### src/acq_mem_map.vh
// Constants for the acquisition memory control block
`ifndef ACQ_MEM_MAP_VH
`define ACQ_MEM_MAP_VH
`define CLK_PERIOD_NS        100
`define CHAIN_DELAY_NS       100
`define RETIME_DELAY_NS      25
`define STEER_DELAY_NS       50
`define MEM_ADDR_W           11
`define MEM_DATA_W           8
`define PROC_ADDR_W          12
`define BUF_DEPTH            2
`define MODE_SINGLE          2'h0
`define MODE_SUM             2'h1
`define MODE_DUAL            2'h2
`define RANGE_FASTEST        2'h3
`define WR_IDLE              2'h0
`define WR_ARMED             2'h1
`define WR_GRANT             2'h2
`endif

### src/acquisition_memory_control.v
// Acquisition memory control: write window, channel steering, memory strobe mux
//
// Functional notes
// Fastest rate: grant holds until record completes
// Fastest rate: swap buffers enabled whole acquisition
// First input select sets steering, channel low
// Second input select resets steering, channel high
// Sum mode: steer low, sum select high
// Dual mode: steering clocked from data input
// Range picks undelayed or delayed save clock
// Delayed save clock retimed on converter edge
// Min/max mode divides steering clock by two
// Divider reset without enable, else toggles
// Steering flop loads inverse of its input
// Plain and XY modes bypass divider
// Grant: chip select active, output enable off
// Write phase clock drives strobe and advance
// Data driven half period, write half later
// Processor access needs window select low
// Processor access holds address advance high
// Processor read drives output enable only
// Processor write strobe needs write and window
// Address bit zero picks one half only
// Transceiver direction follows read strobe
// Two 2K halves, channels to opposite halves
// Normal grant lasts one write phase period
// Acquisition writes enable both halves together
// No grant: processor signals drive memory
`timescale 1ns/1ps
`include "acq_mem_map.vh"

// Operation in brief
// The acquisition clocks reach this block as plain levels. Each one is
// sampled on mclk and, except delayed_save_in, its rising edge detected, so every derived event
// lags its pin by one mclk cycle. The grant, the data enable, the channel
// steering and the buffer pushes are all built from these edges.
// Limitation: a clock level must last at least one mclk cycle, or its
// edge is missed and the grant it should open or close is stretched.
// The grant hands the memory to the acquisition side for one write phase
// period per save clock, or for the whole record at the fastest rate.
// While it is low the processor strobes pass through, registered, so the
// memory sees them one mclk after the bus presents them.
// The two-entry buffer trades one cycle of latency for the ability to
// hold a word while the memory side stalls.
// Channel steering overrides act synchronously; the inverted data path
// only runs in dual-channel mode, when both overrides are released.

module acquisition_memory_control (
   input  wire                     mclk,
   input  wire                     rst_n,

   // Acquisition timing from the clock generator and delay chain
   input  wire                     pipeline_clock,
   input  wire                     converter_sample_clock,
   input  wire                     sample_save_clock,
   input  wire                     delayed_save_in,
   input  wire                     write_phase_clock,
   input  wire                     buffer_load_clock,

   // Mode and range controls
   input  wire                     range_select_lo,
   input  wire                     range_select_hi,
   input  wire                     record_complete_n,
   input  wire                     acquisition_enable,
   input  wire                     first_input_select_n,
   input  wire                     second_input_select_n,
   input  wire                     sum_mode,
   input  wire                     extreme_mode,
   input  wire                     swap_enable,
   input  wire                     swap_select,

   // Processor bus
   input  wire                     io_segment_decode,
   input  wire                     block_two_decode,
   input  wire                     proc_rd_n,
   input  wire                     proc_wr_n,
   input  wire [`PROC_ADDR_W-1:0]  proc_addr,

   // Swap register data into the two-entry buffer
   input  wire [`MEM_DATA_W-1:0]   min_data,
   input  wire [`MEM_DATA_W-1:0]   max_data,
   input  wire                     in_valid,
   output reg                      in_ready,
   input  wire                     mem_ready,

   // Steering and memory control outputs
   output reg                      acq_write_grant,
   output reg                      channel_steer,
   output reg                      sum_inputs_select,
   output reg                      mem_chip_sel_n,
   output reg                      mem_out_en_n,
   output reg                      mem_write_n,
   output reg                      address_advance_clock,
   output reg                      counter_load_n,
   output reg                      odd_half_enable,
   output reg                      even_half_enable,
   output reg                      xcvr_dir_to_proc,
   output reg                      swap_out_en,
   output reg                      mem_data_valid,
   output reg  [`MEM_DATA_W-1:0]   odd_bus_data,
   output reg  [`MEM_DATA_W-1:0]   even_bus_data,
   output reg  [`MEM_ADDR_W-1:0]   proc_mem_addr
);

   // Previous samples of the acquisition clocks, for edge detection.
   // They reset low, matching the idle level of every clock, so that
   // no false edge is seen on the first cycle after reset.
   reg  save_q;
   reg  wpc_q;
   reg  adc_q;
   reg  dsave_q;
   reg  pipe_q;
   reg  bufclk_q;
   wire save_rise = sample_save_clock & ~save_q;
   wire wpc_rise  = write_phase_clock & ~wpc_q;
   wire adc_rise  = converter_sample_clock & ~adc_q;
   wire pipeline_clock_rise = pipeline_clock & ~pipe_q;
   wire buf_rise  = buffer_load_clock & ~bufclk_q;

   wire fastest   = range_select_lo & range_select_hi;
   wire fast_rng  = range_select_hi & ~range_select_lo;
   wire window_n  = io_segment_decode | block_two_decode;

   // Write grant state
   reg  [1:0] wr_state_q;
   reg        arm_q;
   reg        dataen_q;
   reg        div_q;
   reg        steer_d;
   reg        sel_clk_q;
   reg        dsave_rt_q;
   wire       sel_clk;
   wire       sel_rise;

   always @(posedge mclk) begin
      if (!rst_n) begin
         save_q   <= 1'b0;
         wpc_q    <= 1'b0;
         adc_q    <= 1'b0;
         dsave_q  <= 1'b0;
         pipe_q   <= 1'b0;
         bufclk_q <= 1'b0;
      end else begin
         save_q   <= sample_save_clock;
         wpc_q    <= write_phase_clock;
         adc_q    <= converter_sample_clock;
         dsave_q  <= delayed_save_in;
         pipe_q   <= pipeline_clock;
         bufclk_q <= buffer_load_clock;
      end
   end

   // Self-resetting grant: armed by save clock, one write phase period long.
   // A save edge that lands while a grant is running is kept in arm_q, so
   // no write is lost when the save and write phase edges coincide. At the
   // fastest rate the grant is held until the record is complete.
   always @(posedge mclk) begin
      if (!rst_n || !acquisition_enable) begin
         wr_state_q      <= `WR_IDLE;
         acq_write_grant <= 1'b0;
         arm_q           <= 1'b0;
      end else begin
         if (save_rise)
            arm_q <= 1'b1;
         case (wr_state_q)
            `WR_IDLE: begin
               if (arm_q || save_rise)
                  wr_state_q <= `WR_ARMED;
            end
            `WR_ARMED: begin
               if (wpc_rise) begin
                  acq_write_grant <= 1'b1;
                  wr_state_q      <= `WR_GRANT;
                  arm_q           <= save_rise;
               end
            end
            `WR_GRANT: begin
               if (fastest) begin
                  if (!record_complete_n && wpc_rise) begin
                     acq_write_grant <= 1'b0;
                     wr_state_q      <= `WR_IDLE;
                  end
               end else if (wpc_rise) begin
                  acq_write_grant <= 1'b0;
                  wr_state_q      <= `WR_IDLE;
               end
            end
            default: wr_state_q <= `WR_IDLE;
         endcase
      end
   end

   // Data enable follows grant half a pipeline period later, so the buses
   // are driven before the write strobe opens
   always @(posedge mclk) begin
      if (!rst_n)
         dataen_q <= 1'b0;
      else if (pipeline_clock_rise)
         dataen_q <= acq_write_grant;
   end

   // Delayed save clock retimed on converter edge; the chain copy arrives
   // as a level, so it is sampled once more before the retiming edge
   always @(posedge mclk) begin
      if (!rst_n)
         dsave_rt_q <= 1'b0;
      else if (adc_rise)
         dsave_rt_q <= dsave_q;
   end

   // The fast range steers from the undelayed save clock because pipeline
   // and converter run in phase there; every other range, the fastest included, takes the retimed copy
   assign sel_clk = fast_rng ? sample_save_clock : dsave_rt_q;

   always @(posedge mclk) begin
      if (!rst_n)
         sel_clk_q <= 1'b0;
      else
         sel_clk_q <= sel_clk;
   end
   assign sel_rise = sel_clk & ~sel_clk_q;

   // Divider held clear while idle so each acquisition starts in phase
   always @(posedge mclk) begin
      if (!rst_n || !acquisition_enable)
         div_q <= 1'b0;
      else if (sel_rise)
         div_q <= ~div_q;
   end

   always @* begin
      if (extreme_mode)
         steer_d = div_q;
      else
         steer_d = sel_clk_q;
   end

   // Channel steering flop with set/reset overrides. The overrides are
   // synchronous here; sum beats first, first beats second, so the analog
   // switch never sees both sides of a conflicting request.
   always @(posedge mclk) begin
      if (!rst_n) begin
         channel_steer     <= 1'b0;
         sum_inputs_select <= 1'b0;
      end else begin
         sum_inputs_select <= sum_mode;
         if (sum_mode)
            channel_steer <= 1'b0;
         else if (!first_input_select_n)
            channel_steer <= 1'b0;
         else if (!second_input_select_n)
            channel_steer <= 1'b1;
         else if (adc_rise)
            channel_steer <= ~steer_d;
      end
   end

   // Two-entry buffer between swap registers and memory buses. Two entries
   // let a memory stall lose no word: a push and a pop may share a cycle,
   // and in_ready falls only when both entries hold data.
   reg [2*`MEM_DATA_W-1:0] buf_mem [0:`BUF_DEPTH-1];
   reg                     wr_ptr_q, rd_ptr_q;
   reg [1:0]               count_q;
   reg [1:0]               count_d;
   wire                    push = buf_rise & in_valid & (count_q != 2'h2);
   wire                    drive = dataen_q | (fastest & acquisition_enable);
   // A word leaves when the memory took the last one or none is pending
   wire                    pop  = drive & (count_q != 2'h0) & (mem_ready | ~mem_data_valid);
   wire [2*`MEM_DATA_W-1:0] head = buf_mem[rd_ptr_q];

   // Occupancy after this cycle's push and pop
   always @* begin
      case ({push, pop})
         2'b10:   count_d = count_q + 2'h1;
         2'b01:   count_d = count_q - 2'h1;
         default: count_d = count_q;
      endcase
   end

   always @(posedge mclk) begin
      if (!rst_n) begin
         wr_ptr_q       <= 1'b0;
         rd_ptr_q       <= 1'b0;
         count_q        <= 2'h0;
         in_ready       <= 1'b1;
         mem_data_valid <= 1'b0;
         odd_bus_data   <= 8'h00;
         even_bus_data  <= 8'h00;
      end else begin
         if (push) begin
            buf_mem[wr_ptr_q] <= swap_enable && swap_select ?
                                 {max_data, min_data} : {min_data, max_data};
            wr_ptr_q <= ~wr_ptr_q;
         end
         if (pop) begin
            rd_ptr_q       <= ~rd_ptr_q;
            odd_bus_data   <= head[2*`MEM_DATA_W-1:`MEM_DATA_W];
            even_bus_data  <= head[`MEM_DATA_W-1:0];
            mem_data_valid <= 1'b1;
         end else if (mem_ready)
            mem_data_valid <= 1'b0;
         count_q  <= count_d;
         in_ready <= (count_d != 2'h2);
      end
   end

   // Memory control multiplexer. The next values are chosen from the grant
   // first and registered afterwards, so every memory strobe leaves a flop
   // and cannot glitch while the grant changes sides.
   reg                     chip_sel_n_d;
   reg                     out_en_n_d;
   reg                     write_n_d;
   reg                     adv_clk_d;
   reg                     load_n_d;
   reg                     odd_en_d;
   reg                     even_en_d;
   reg                     dir_d;
   reg  [`MEM_ADDR_W-1:0]  mem_addr_d;

   always @* begin
      mem_addr_d = proc_mem_addr;
      if (acq_write_grant) begin
         chip_sel_n_d = 1'b0;
         out_en_n_d   = 1'b1;
         // Strobe only after data has settled
         write_n_d    = write_phase_clock | ~dataen_q;
         adv_clk_d    = write_phase_clock;
         load_n_d     = 1'b1;
         odd_en_d     = 1'b1;
         even_en_d    = 1'b1;
         dir_d        = 1'b0;
      end else begin
         // Processor side owns memory while grant is low
         chip_sel_n_d = window_n;
         out_en_n_d   = proc_rd_n | window_n;
         // A write is blocked while a read is also requested
         write_n_d    = proc_wr_n | window_n | ~proc_rd_n;
         adv_clk_d    = 1'b1;
         load_n_d     = window_n;
         mem_addr_d   = proc_addr[`PROC_ADDR_W-1:1];
         odd_en_d     = ~window_n & proc_addr[0];
         even_en_d    = ~window_n & ~proc_addr[0];
         dir_d        = ~proc_rd_n;
      end
   end

   always @(posedge mclk) begin
      if (!rst_n) begin
         mem_chip_sel_n        <= 1'b1;
         mem_out_en_n          <= 1'b1;
         mem_write_n           <= 1'b1;
         address_advance_clock <= 1'b1;
         counter_load_n        <= 1'b1;
         odd_half_enable       <= 1'b0;
         even_half_enable      <= 1'b0;
         xcvr_dir_to_proc      <= 1'b0;
         swap_out_en           <= 1'b0;
         proc_mem_addr         <= 11'h000;
      end else begin
         swap_out_en           <= drive;
         mem_chip_sel_n        <= chip_sel_n_d;
         mem_out_en_n          <= out_en_n_d;
         mem_write_n           <= write_n_d;
         address_advance_clock <= adv_clk_d;
         counter_load_n        <= load_n_d;
         odd_half_enable       <= odd_en_d;
         even_half_enable      <= even_en_d;
         xcvr_dir_to_proc      <= dir_d;
         proc_mem_addr         <= mem_addr_d;
      end
   end

endmodule // acquisition_memory_control

### config.mk
export PLATFORM = sky130hd
export DESIGN_NAME = acquisition_memory_control
export DESIGN_NICKNAME = d
export VERILOG_FILES = /design/src/acquisition_memory_control.v
export VERILOG_INCLUDE_DIRS = /design/src
export SDC_FILE = /design/constraint.sdc
export NUM_CORES = 1
export LEC_CHECK = 0
export ABC_AREA = 0
export BUFFER_PORTS_ARGS = -buffer_cell sky130_fd_sc_hd__buf_2
export CAP_MARGIN = 20
export CORE_UTILIZATION = 25
export DETAILED_ROUTE_END_ITERATION = 8
export PLACE_DENSITY_LB_ADDON = 0.12
export SLEW_MARGIN = 15
export SYNTH_ARGS = -nofsm -noshare
export SYNTH_HDL_FRONTEND = slang
export SYNTH_SLANG_ARGS = --single-unit
### constraint.sdc
create_clock -name mclk -period 2.38 [get_ports mclk]
set_input_delay 0.476 -clock mclk [delete_from_list [all_inputs] [get_ports mclk]]
set_output_delay 0.476 -clock mclk [all_outputs]
set_load 0.05 [all_outputs]
### Word-level counts from Yosys, hierarchy flattened

Memory sizes are Yosys's and may differ from the RTL's. A register that Yosys moved wholly into a read port is not among the register bits.
Index checks and enable logic that the tools add are counted.
Widths: inputs -> output; s select.

* register bits: 42
* bits in writable memories: 32
* input port bits: 52
* output and inout bits: 41
* word-level logic and storage cells: 130
* memories kept: 1

Memory list
* buf_mem: depth 2, width 16, rd ports 1, clocked after memory_dff 1, wr ports 1, line acquisition_memory_control.v:261 `` reg [2*`MEM_DATA_W-1:0] buf_mem [0:`BUF_DEPTH-1]; ``

* add/sub/neg operators: 2
* equality and inequality tests: 11
* mux-type cells: 29
* bitwise logic cells: 40
* reductions and logical operators: 17

Operator list (count)
* $mux 1: 20
* $not 1->1: 18
* $mux 16: 1
* $and 1x1->1: 15
* $mux 2: 5
* $ne 2x2->1 const B: 4
* $reduce_and 4->1: 2
* $or 1x1->1: 7
* $ne 3x3->1 const B: 2
* $pmux 2 s3: 1
* $reduce_bool 2->1: 3
* $eq 2x1->1 const B: 2
* $eq 2x2->1 const B: 2
* $logic_not 1->1: 4
* $pmux 2 s2: 1
* $reduce_or 3->1: 1
* $add 2x1->2 const B: 1
* $logic_and 1x1->1: 2
* $logic_not 2->1: 1
* $logic_or 1x1->1: 2
* $ne 2x1->1 const B: 1
* $pmux 1 s2: 1
* $reduce_and 2->1: 1
* $reduce_or 2->1: 1
* $sub 2x1->2 const B: 1

### Depth between registers and ports, before layout

Gate-level depths: netlist (run 1).

* depth in word-level cells: 8
* gate-level depth with buffers: 8
* depth with buffers taken out: 8

### Worst setup path before layout (run 1)

Ideal clock, no wire load.

* path type: input -> register
* from: input in_valid
* to: memory buf_mem[0][0] (netlist name) (enable)
* library setup time: 409 ps
* data arrival time: 1997 ps
* required time: 1971 ps
* path slack: -26 ps
* stages on the path: 4
* path buffers: 0
* cells stage by stage: nand2_1 -> nor3_1 -> inv_1 -> nor3_1

* cells in the longest elaborated chain, start to end: 5

RTL lines
* start, declared: line acquisition_memory_control.v:82 `input wire in_valid,`
* $and 1x1->1 (2 in a row): line acquisition_memory_control.v:265 `wire push = buf_rise & in_valid & (count_q != 2'h2);`
* $mux 1: line acquisition_memory_control.v:290 `if (push) begin`
* $mux 1: line acquisition_memory_control.v:281 `if (!rst_n) begin`
* $mux 1: line acquisition_memory_control.v:291 `buf_mem[wr_ptr_q] <= swap_enable && swap_select ?`
* end, declared: line acquisition_memory_control.v:261

No other way between the ends.

### Final worst setup path (run 1)

* from: register count_q[0]
* to: register in_ready

* cells in the longest elaborated chain, start to end: 6
* elaborated cells between the ends (all ways): 11
* classes of those cells: add/sub: 2; eq/ne: 4; mux: 1; bitwise: 3; reduce/logical: 1

RTL lines
* start, declared: line acquisition_memory_control.v:263 `reg [1:0] count_q;`
* start signal, assigned: line acquisition_memory_control.v:302 `count_q <= count_d;`
* $reduce_bool 2->1: line acquisition_memory_control.v:268 `wire pop = drive & (count_q != 2'h0) & (mem_ready | ~mem_data_valid);`
* $and 1x1->1 (2 in a row): line acquisition_memory_control.v:268
* $eq 2x1->1 or $eq 2x2->1 (tied branches): line acquisition_memory_control.v:273 `case ({push, pop})`
* $pmux 2 s2 *: line acquisition_memory_control.v:273
* $ne 2x2->1 *: line acquisition_memory_control.v:303 `in_ready <= (count_d != 2'h2);`
* end signal, assigned: line acquisition_memory_control.v:303
* end, declared: line acquisition_memory_control.v:83 `output reg in_ready,`

Mark *: on every way between the ends. The rest lies on a longest branch, timed or not.
A chain may end at the register's enable or synchronous reset.

==> impl_results.md, run 1 <==
* Status: complete, no violations
* Post-synth top area share at roughly 34%
* NetSw at around 820 uW
* Worst-path clk slew at 0.06 ns
* Final hold slack at ~0.31 ns
* Internal power at between 2000 and 3000 uW
* Mux contribution to synthesized area at between 10% and 20%
* Syn_area_per_cell at approximately 12 um^2
* Fill count at 1371
* FF-to-FF End: in_ready$_SDFF_PN1_
* Final worst-path cycle share at roughly 74%
* Final ANT Viol Nets at 0
* Hold Path Class: in -> reg
* Critical path startpoint category: flip-flop
* Final Core Density at 33.3%
* Footprint of the multi-input gates at 1210 um^2
* Initial antenna violation count at 0
* Worst Hold Depth at 2
* # IOs at 93
* Clock Path Buffers at 2
* Synth warn at 0
* Yosys cell types at 32
* Register area at approximately 2100 um^2
* Most frequent cell after synthesis: dfxtp_1
* Top_reg_cell synth: dfxtp_1
* Asr flop ratio synth at 0%
* Pwr Density at ~800 nW/um^2
* Worst vdd ir at approximately 0.37 mV
* Least-Margin Pin Slew at roughly 0.57 ns
* CP Max Fanout at 4
* CP startpoint: count_q[0]$_SDFF_PN0_
* CTS Root Buffer Type: clkbuf_16
* HPWL Detailed at between 4 and 5 mm
* Die ar. at between 10000 and 15000 um^2
* Maximum number of pins on one net before global-route repair at 38
* Max-slew violation count at 0
* Setup CP Type: reg -> reg
* Post-synthesis xor/xnor area fraction at between 1 and 1.5%
* Synthesized flop and latch total at 90
* Vias in the first global route at 2252
* Compound-gate portion of the synthesized area at 7.90%
* R2R depth at 8
* Slew Limit Headroom at 62.0%
* Leak at 0.00170 uW
* Worst Path Required at approximately 2.6 ns
* Final setup viols at 0
* Syn Std Cell Area at about 3400 um^2
* Power share of the sequential group at 47.6%
* Post-synth net total at around 330
* Final Hold Violating Endpoints at 0
* Buffers added on ports at between 90 and 100
* Row count at 42
* Global-route wire length before repair at roughly 12 mm
* Total grt overflow at 0
* Area after DPL at between 4000 and 5000 um^2
* Hold_buf cts at 0
* Post-CTS Resized at 0
* Drt drc at 0
* Total CTS buffers at 9
* Share of cells above drive strength 1 at 39.0%
* DR iter-0 viols at 69
* Clock skew at 0.00516 ns
* CP Capture Type: flip-flop
* Nets at around 430
* Fmax at 567 MHz
* TritonRoute pass-1 iters at 4
* # diodes at 0
* Core Area at 13300 um^2
* Hold_sp: proc_rd_n
* DR vias at between 2000 and 2500
* Final WL at roughly 7.3 mm
* Post-route cell area at 4430 um^2
* Most instantiated cells after synthesis: dfxtp_1, nor2_1, edfxtp_1, mux2i_1, mux2_2
* Number of setup buffers added after CTS at 0
* CTS tree: done
* Hold Path Sink: xcvr_dir_to_proc$_SDFF_PP0_
* Synth Area in Adders at less than 1%
* Final setup TNS at 0 ns
* Via-per-instance ratio at 4.17
* Design Power at 3510 uW
* EDFF count, synth at 32
* Sequential cell area fraction in the yosys report at between 60 and 70%
* Die height at 119 um
* Post-Syn Instances at roughly 280
* Final min period at between 1.5 and 2 ns
* Switching share of power at between 20% and 30%
* Max Cap Viol at 0
* Synth top area cells: dfxtp_1, edfxtp_1, mux2i_1
* RR Startpoint: count_q[0]$_SDFF_PN0_
* Die width at 119 um
* Gr usage total at between 10% and 20%
* Synth area leader: dfxtp_1
* CP arrival at 1.98 ns
* WL/cell at about 13 um
* Largest family of logic cells by synthesized area: multiplexers
* H-tree levels at 3
* Starting Density at 25.7%
* Gate power share at ~9.7%
* Clk sinks at 90
* R2R Setup Slk at between 0.6 and 0.7 ns
* RSZ-0062 raised after global routing: no
* Synth Area in Simple Gates at 11.5%
* Worst-skew pair later-pin latency at 0.34 ns
* P&R area growth vs syn at 29.4%
* Clock power share at about 43%
* Final GP Congestion at approximately 0.72
==> worst max-delay path by stage <==
stage	slack (ns)	to	cells past startpoint
6_report	0.62	in_ready$_SDFF_PN1_	8
5_1_grt	0.41	in_ready$_SDFF_PN1_	8
3_5_place_dp	0.48	in_ready$_SDFF_PN1_	8
3_3_place_gp	0.50	in_ready$_SDFF_PN1_	8
2_1_floorplan	0.38	in_ready$_SDFF_PN1_	7
4_1_cts	0.60	in_ready$_SDFF_PN1_	7
==> power groups by stage <==
stage | combinational [uW] | sequential [uW] | clock [uW]
floorplan | 143 | 1800 | 0
global placement | 343 | 1710 | 0
detailed placement | 347 | 1710 | 0
CTS | 348 | 1670 | 1560
global route | 373 | 1680 | 1630
finish | 342 | 1670 | 1500
==> per-stage QoR <==
| step | setup slack, ns | cells |
|---|---|---|
| 3_5_place_dp | 0.480 | 537 |
| 5_1_grt | 0.411 | 553 |
| 2_1_floorplan | 0.379 | 275 |
| 3_3_place_gp | 0.497 | 537 |
| 4_1_cts | 0.599 | 553 |
| 6_report | 0.616 | 553 |
==> layer usage <==
| layer | global-route usage (%) | routed length [um] | part of all wire [%] | vias up |
|---|---|---|---|---|
| met3 | 4.17 | 382 | 5.2 | 11 |
| met1 | 13.5 | 3370 | 46 | 1079 |
| met4 | 5.22 | 140 | 1.9 | 0 |
| li1 | - | - | - | 1160 |
| met5 | 0 | 0 | 0 | - |
| met2 | 17.1 | 3400 | 47 | 55 |
==> critical path: stages, from the launching register on <==
cell     delay [ns]
dfxtp_1        0.40
nor2b_1        0.07
nor3_1         0.31
inv_1          0.12
ha_1           0.23
xnor2_1        0.12
nor2_1         0.11
xor2_1         0.18
nand3_1        0.09
==> cells by family (layout without fill, tap and decap cells) <==
| logic type | Yosys count | count (layout) |
|---|---|---|
| multiplexers | 46 | 46 |
| buffers and inverters | 19 | 121 |
| adder cells (fa/ha/maj) | 1 | 1 |
| XOR/XNOR | 5 | 5 |
| flip-flops | 90 | 90 |
| AO/OA/AOI/OAI | 30 | 30 |
| AND/OR/NAND/NOR | 84 | 84 |
==> layout make-up <==
type                       count  area share [%]
tap                          176            4.98
multi-input combinational    166            27.3
sequential                    90            48.0
clock inverter                 2           0.283
inverter                       6           0.509
timing repair buffer          99            11.9
clock buffer                  14            7.15
==> cells in the final DEF, fill, tap and decap left out, types with 2 or more instances in the layout <==
cell type,n
nand3_1,3
nor2_1,46
nand3b_1,2
edfxtp_1,32
and2_1,8
xor2_1,2
a21oi_1,6
dfxtp_1,58
a211oi_1,5
o21ai_0,3
nor2b_1,6
mux2_2,17
buf_4,6
inv_1,5
nor3_1,5
nand2_1,8
clkbuf_16,11
mux2i_1,29
a211oi_2,12
buf_2,92
xnor2_1,3
clkbuf_8,3
==> registers in the layout, indices dropped and copies added, names as in the netlist, 2 cells and up <==
register	cells
odd_bus_data	8
even_bus_data	8
proc_mem_addr	11
wr_state_q	2
count_q	2
buf_mem	32
(Power assumes the default switching activity.)
==> inputs of run 2 (changes only) <==
==> constraint.sdc (replaced) <==
create_clock -name mclk -period 1.5 [get_ports mclk]
set_input_delay 0.3 -clock mclk [delete_from_list [all_inputs] [get_ports mclk]]
set_output_delay 0.3 -clock mclk [all_outputs]
set_load 0.05 [all_outputs]
==> run 2 against run 1 <==
Maximum frequency grew 22%. Clock skew down 0.0012 ns. Die area unchanged. Largest power group unchanged. Critical path depth decreased by 2. Final cell count is 2.2% higher. Combinational power increased by 76%. Flip-flop and latch count is the same. Critical path type unchanged.
==> impl_results.md, run 2 (synthesis gave the netlist of run 1 again) <==
* DR iter-0 viols at a little over 100
* CP Capture Type: flip-flop
* Leak at between 0.0015 and 0.002 uW
* Worst Path Required at roughly 1.7 ns
* Gr usage total at between 10 and 15%
* Row count at 42
* Final Core Density at between 30% and 40%
* Worst vdd ir at approximately 0.46 mV
* Initial antenna violation count at 0
* Final ANT Viol Nets at 0
* CP Max Fanout at 2
* Design Power at 5500 uW
* Starting Density at between 20 and 30%
* HPWL Detailed at around 5 mm
* Die height at ~120 um
* RSZ-0062 raised after global routing: yes
* Least-Margin Pin Slew at about 0.33 ns
* Status: complete, no violations
* Nets at 437
* Final setup viols at 0
* # IOs at 93
* Die width at 119 um
* Total grt overflow at 0
* Worst-path clk slew at 0.06 ns
* Hold_sp: proc_rd_n
* Buffers added on ports at 92
* Die ar. at 14200 um^2
* Number of flip-flops under the largest register name at 32
* Vias in the first global route at 2347
* Largest register by flop count: buf_mem
* Commonest non-fill, non-tap cell in the layout: buf_2
* Pwr Density at between 1000 and 1500 nW/um^2
* Max Cap Viol at 0
* CTS Root Buffer Type: clkbuf_16
* Total CTS buffers at 9
* Drt drc at 0
* Final Hold Violating Endpoints at 0
* Clk sinks at 90
* WL/cell at roughly 13 um
* TritonRoute pass-1 iters at 4
* Via-per-instance ratio at a little over 4
* Final min period at 1.44 ns
* Most frequent cells in the layout: buf_2, dfxtp_1, nor2_1
* DR vias at approximately 2300
* RR Startpoint: mem_data_valid$_SDFFE_PN0P_
* CP startpoint: mem_data_valid$_SDFFE_PN0P_
* Maximum number of pins on one net before global-route repair at 38
* P&R area growth vs syn at 35.6%
* # diodes at 0
* Slew Limit Headroom at 77.7%
* Final worst-path cycle share at around 96%
* Largest regs: buf_mem x32, proc_mem_addr x11
* Core Area at roughly 13000 um^2
* Clock Path Buffers at 2
* H-tree levels at 3
* Final WL at around 7.3 mm
* Hold Path Class: in -> reg
* CP arrival at about 1.7 ns
* Final GP Congestion at roughly 0.73
* Fmax at 694 MHz
* Setup CP Type: reg -> reg
* Clock skew at ~0.004 ns
* CTS tree: done
* Worst-skew pair later-pin latency at 0.34 ns
* Share of cells above drive strength 1 at approximately 43%
* Global-route wire length before repair at between 10 and 15 mm
* Max-slew violation count at 0
* Critical path startpoint category: flip-flop
-- run 2: stage by stage --
step	hold WS [ns]	instance area (um^2)	std cells	TNS, ns	setup slack, ns
4_1_cts	0.114	4600	564	-0.0263	-0.0254
3_3_place_gp	0.452	4290	548	-0.551	-0.0818
5_1_grt	0.120	4640	565	-0.104	-0.0650
3_5_place_dp	0.464	4290	548	-0.376	-0.120
6_report	0.124	4640	565	0	0.0589
2_1_floorplan	0.372	3480	275	-2.30	-0.178
-- run 2: cell type report --
cell class	count	area [um^2]
sequential	90	2130
timing repair buffer	111	696
clock inverter	6	56.3
inverter	6	22.5
clock buffer	10	239
fill	1351	8660
multi-input combinational	166	1270
tap	176	220
-- run 2: report_power, final --
group,leakage (uW),switching (uW),internal [uW]
sequential,0.000767,40.3,2620
combinational,0.000860,366,235
clock,0.000147,920,1320
total,0.00177,1330,4170
-- run 2: critical path: stages (launching register included) --
cell     delay (ns)
dfxtp_4        0.34
nor2b_4        0.13
nor3_4         0.24
ha_4           0.24
nor2_2         0.11
xor2_1         0.17
nand3_1        0.10
-- run 2: path summary, 6_finish.rpt --
kind	slack (ns)	cells after the start	to
hold / removal	0.12	2	xcvr_dir_to_proc$_SDFF_PP0_
setup / recovery	0.06	6	in_ready$_SDFF_PN1_
hold reg to reg	0.48	2	dsave_rt_q$_SDFFE_PN0P_
setup reg to reg	0.06	6	in_ready$_SDFF_PN1_
-- run 2: layer usage --
metal,part of all wire (%),up-vias,GRT usage (%)
li1,-,1185,-
met1,46,1068,13.7
met2,47,51,17.4
met3,4.3,14,3.21
met4,2.6,0,6.88
met5,0,-,0
-- run 2: what timing repair did --
item	in CTS	in global routing
setup buffers	0	1
gates cloned	0	1
hold buffers	0	0
gates resized for setup	3	2
pin swaps	4	4
setup endpoints to repair	2	25
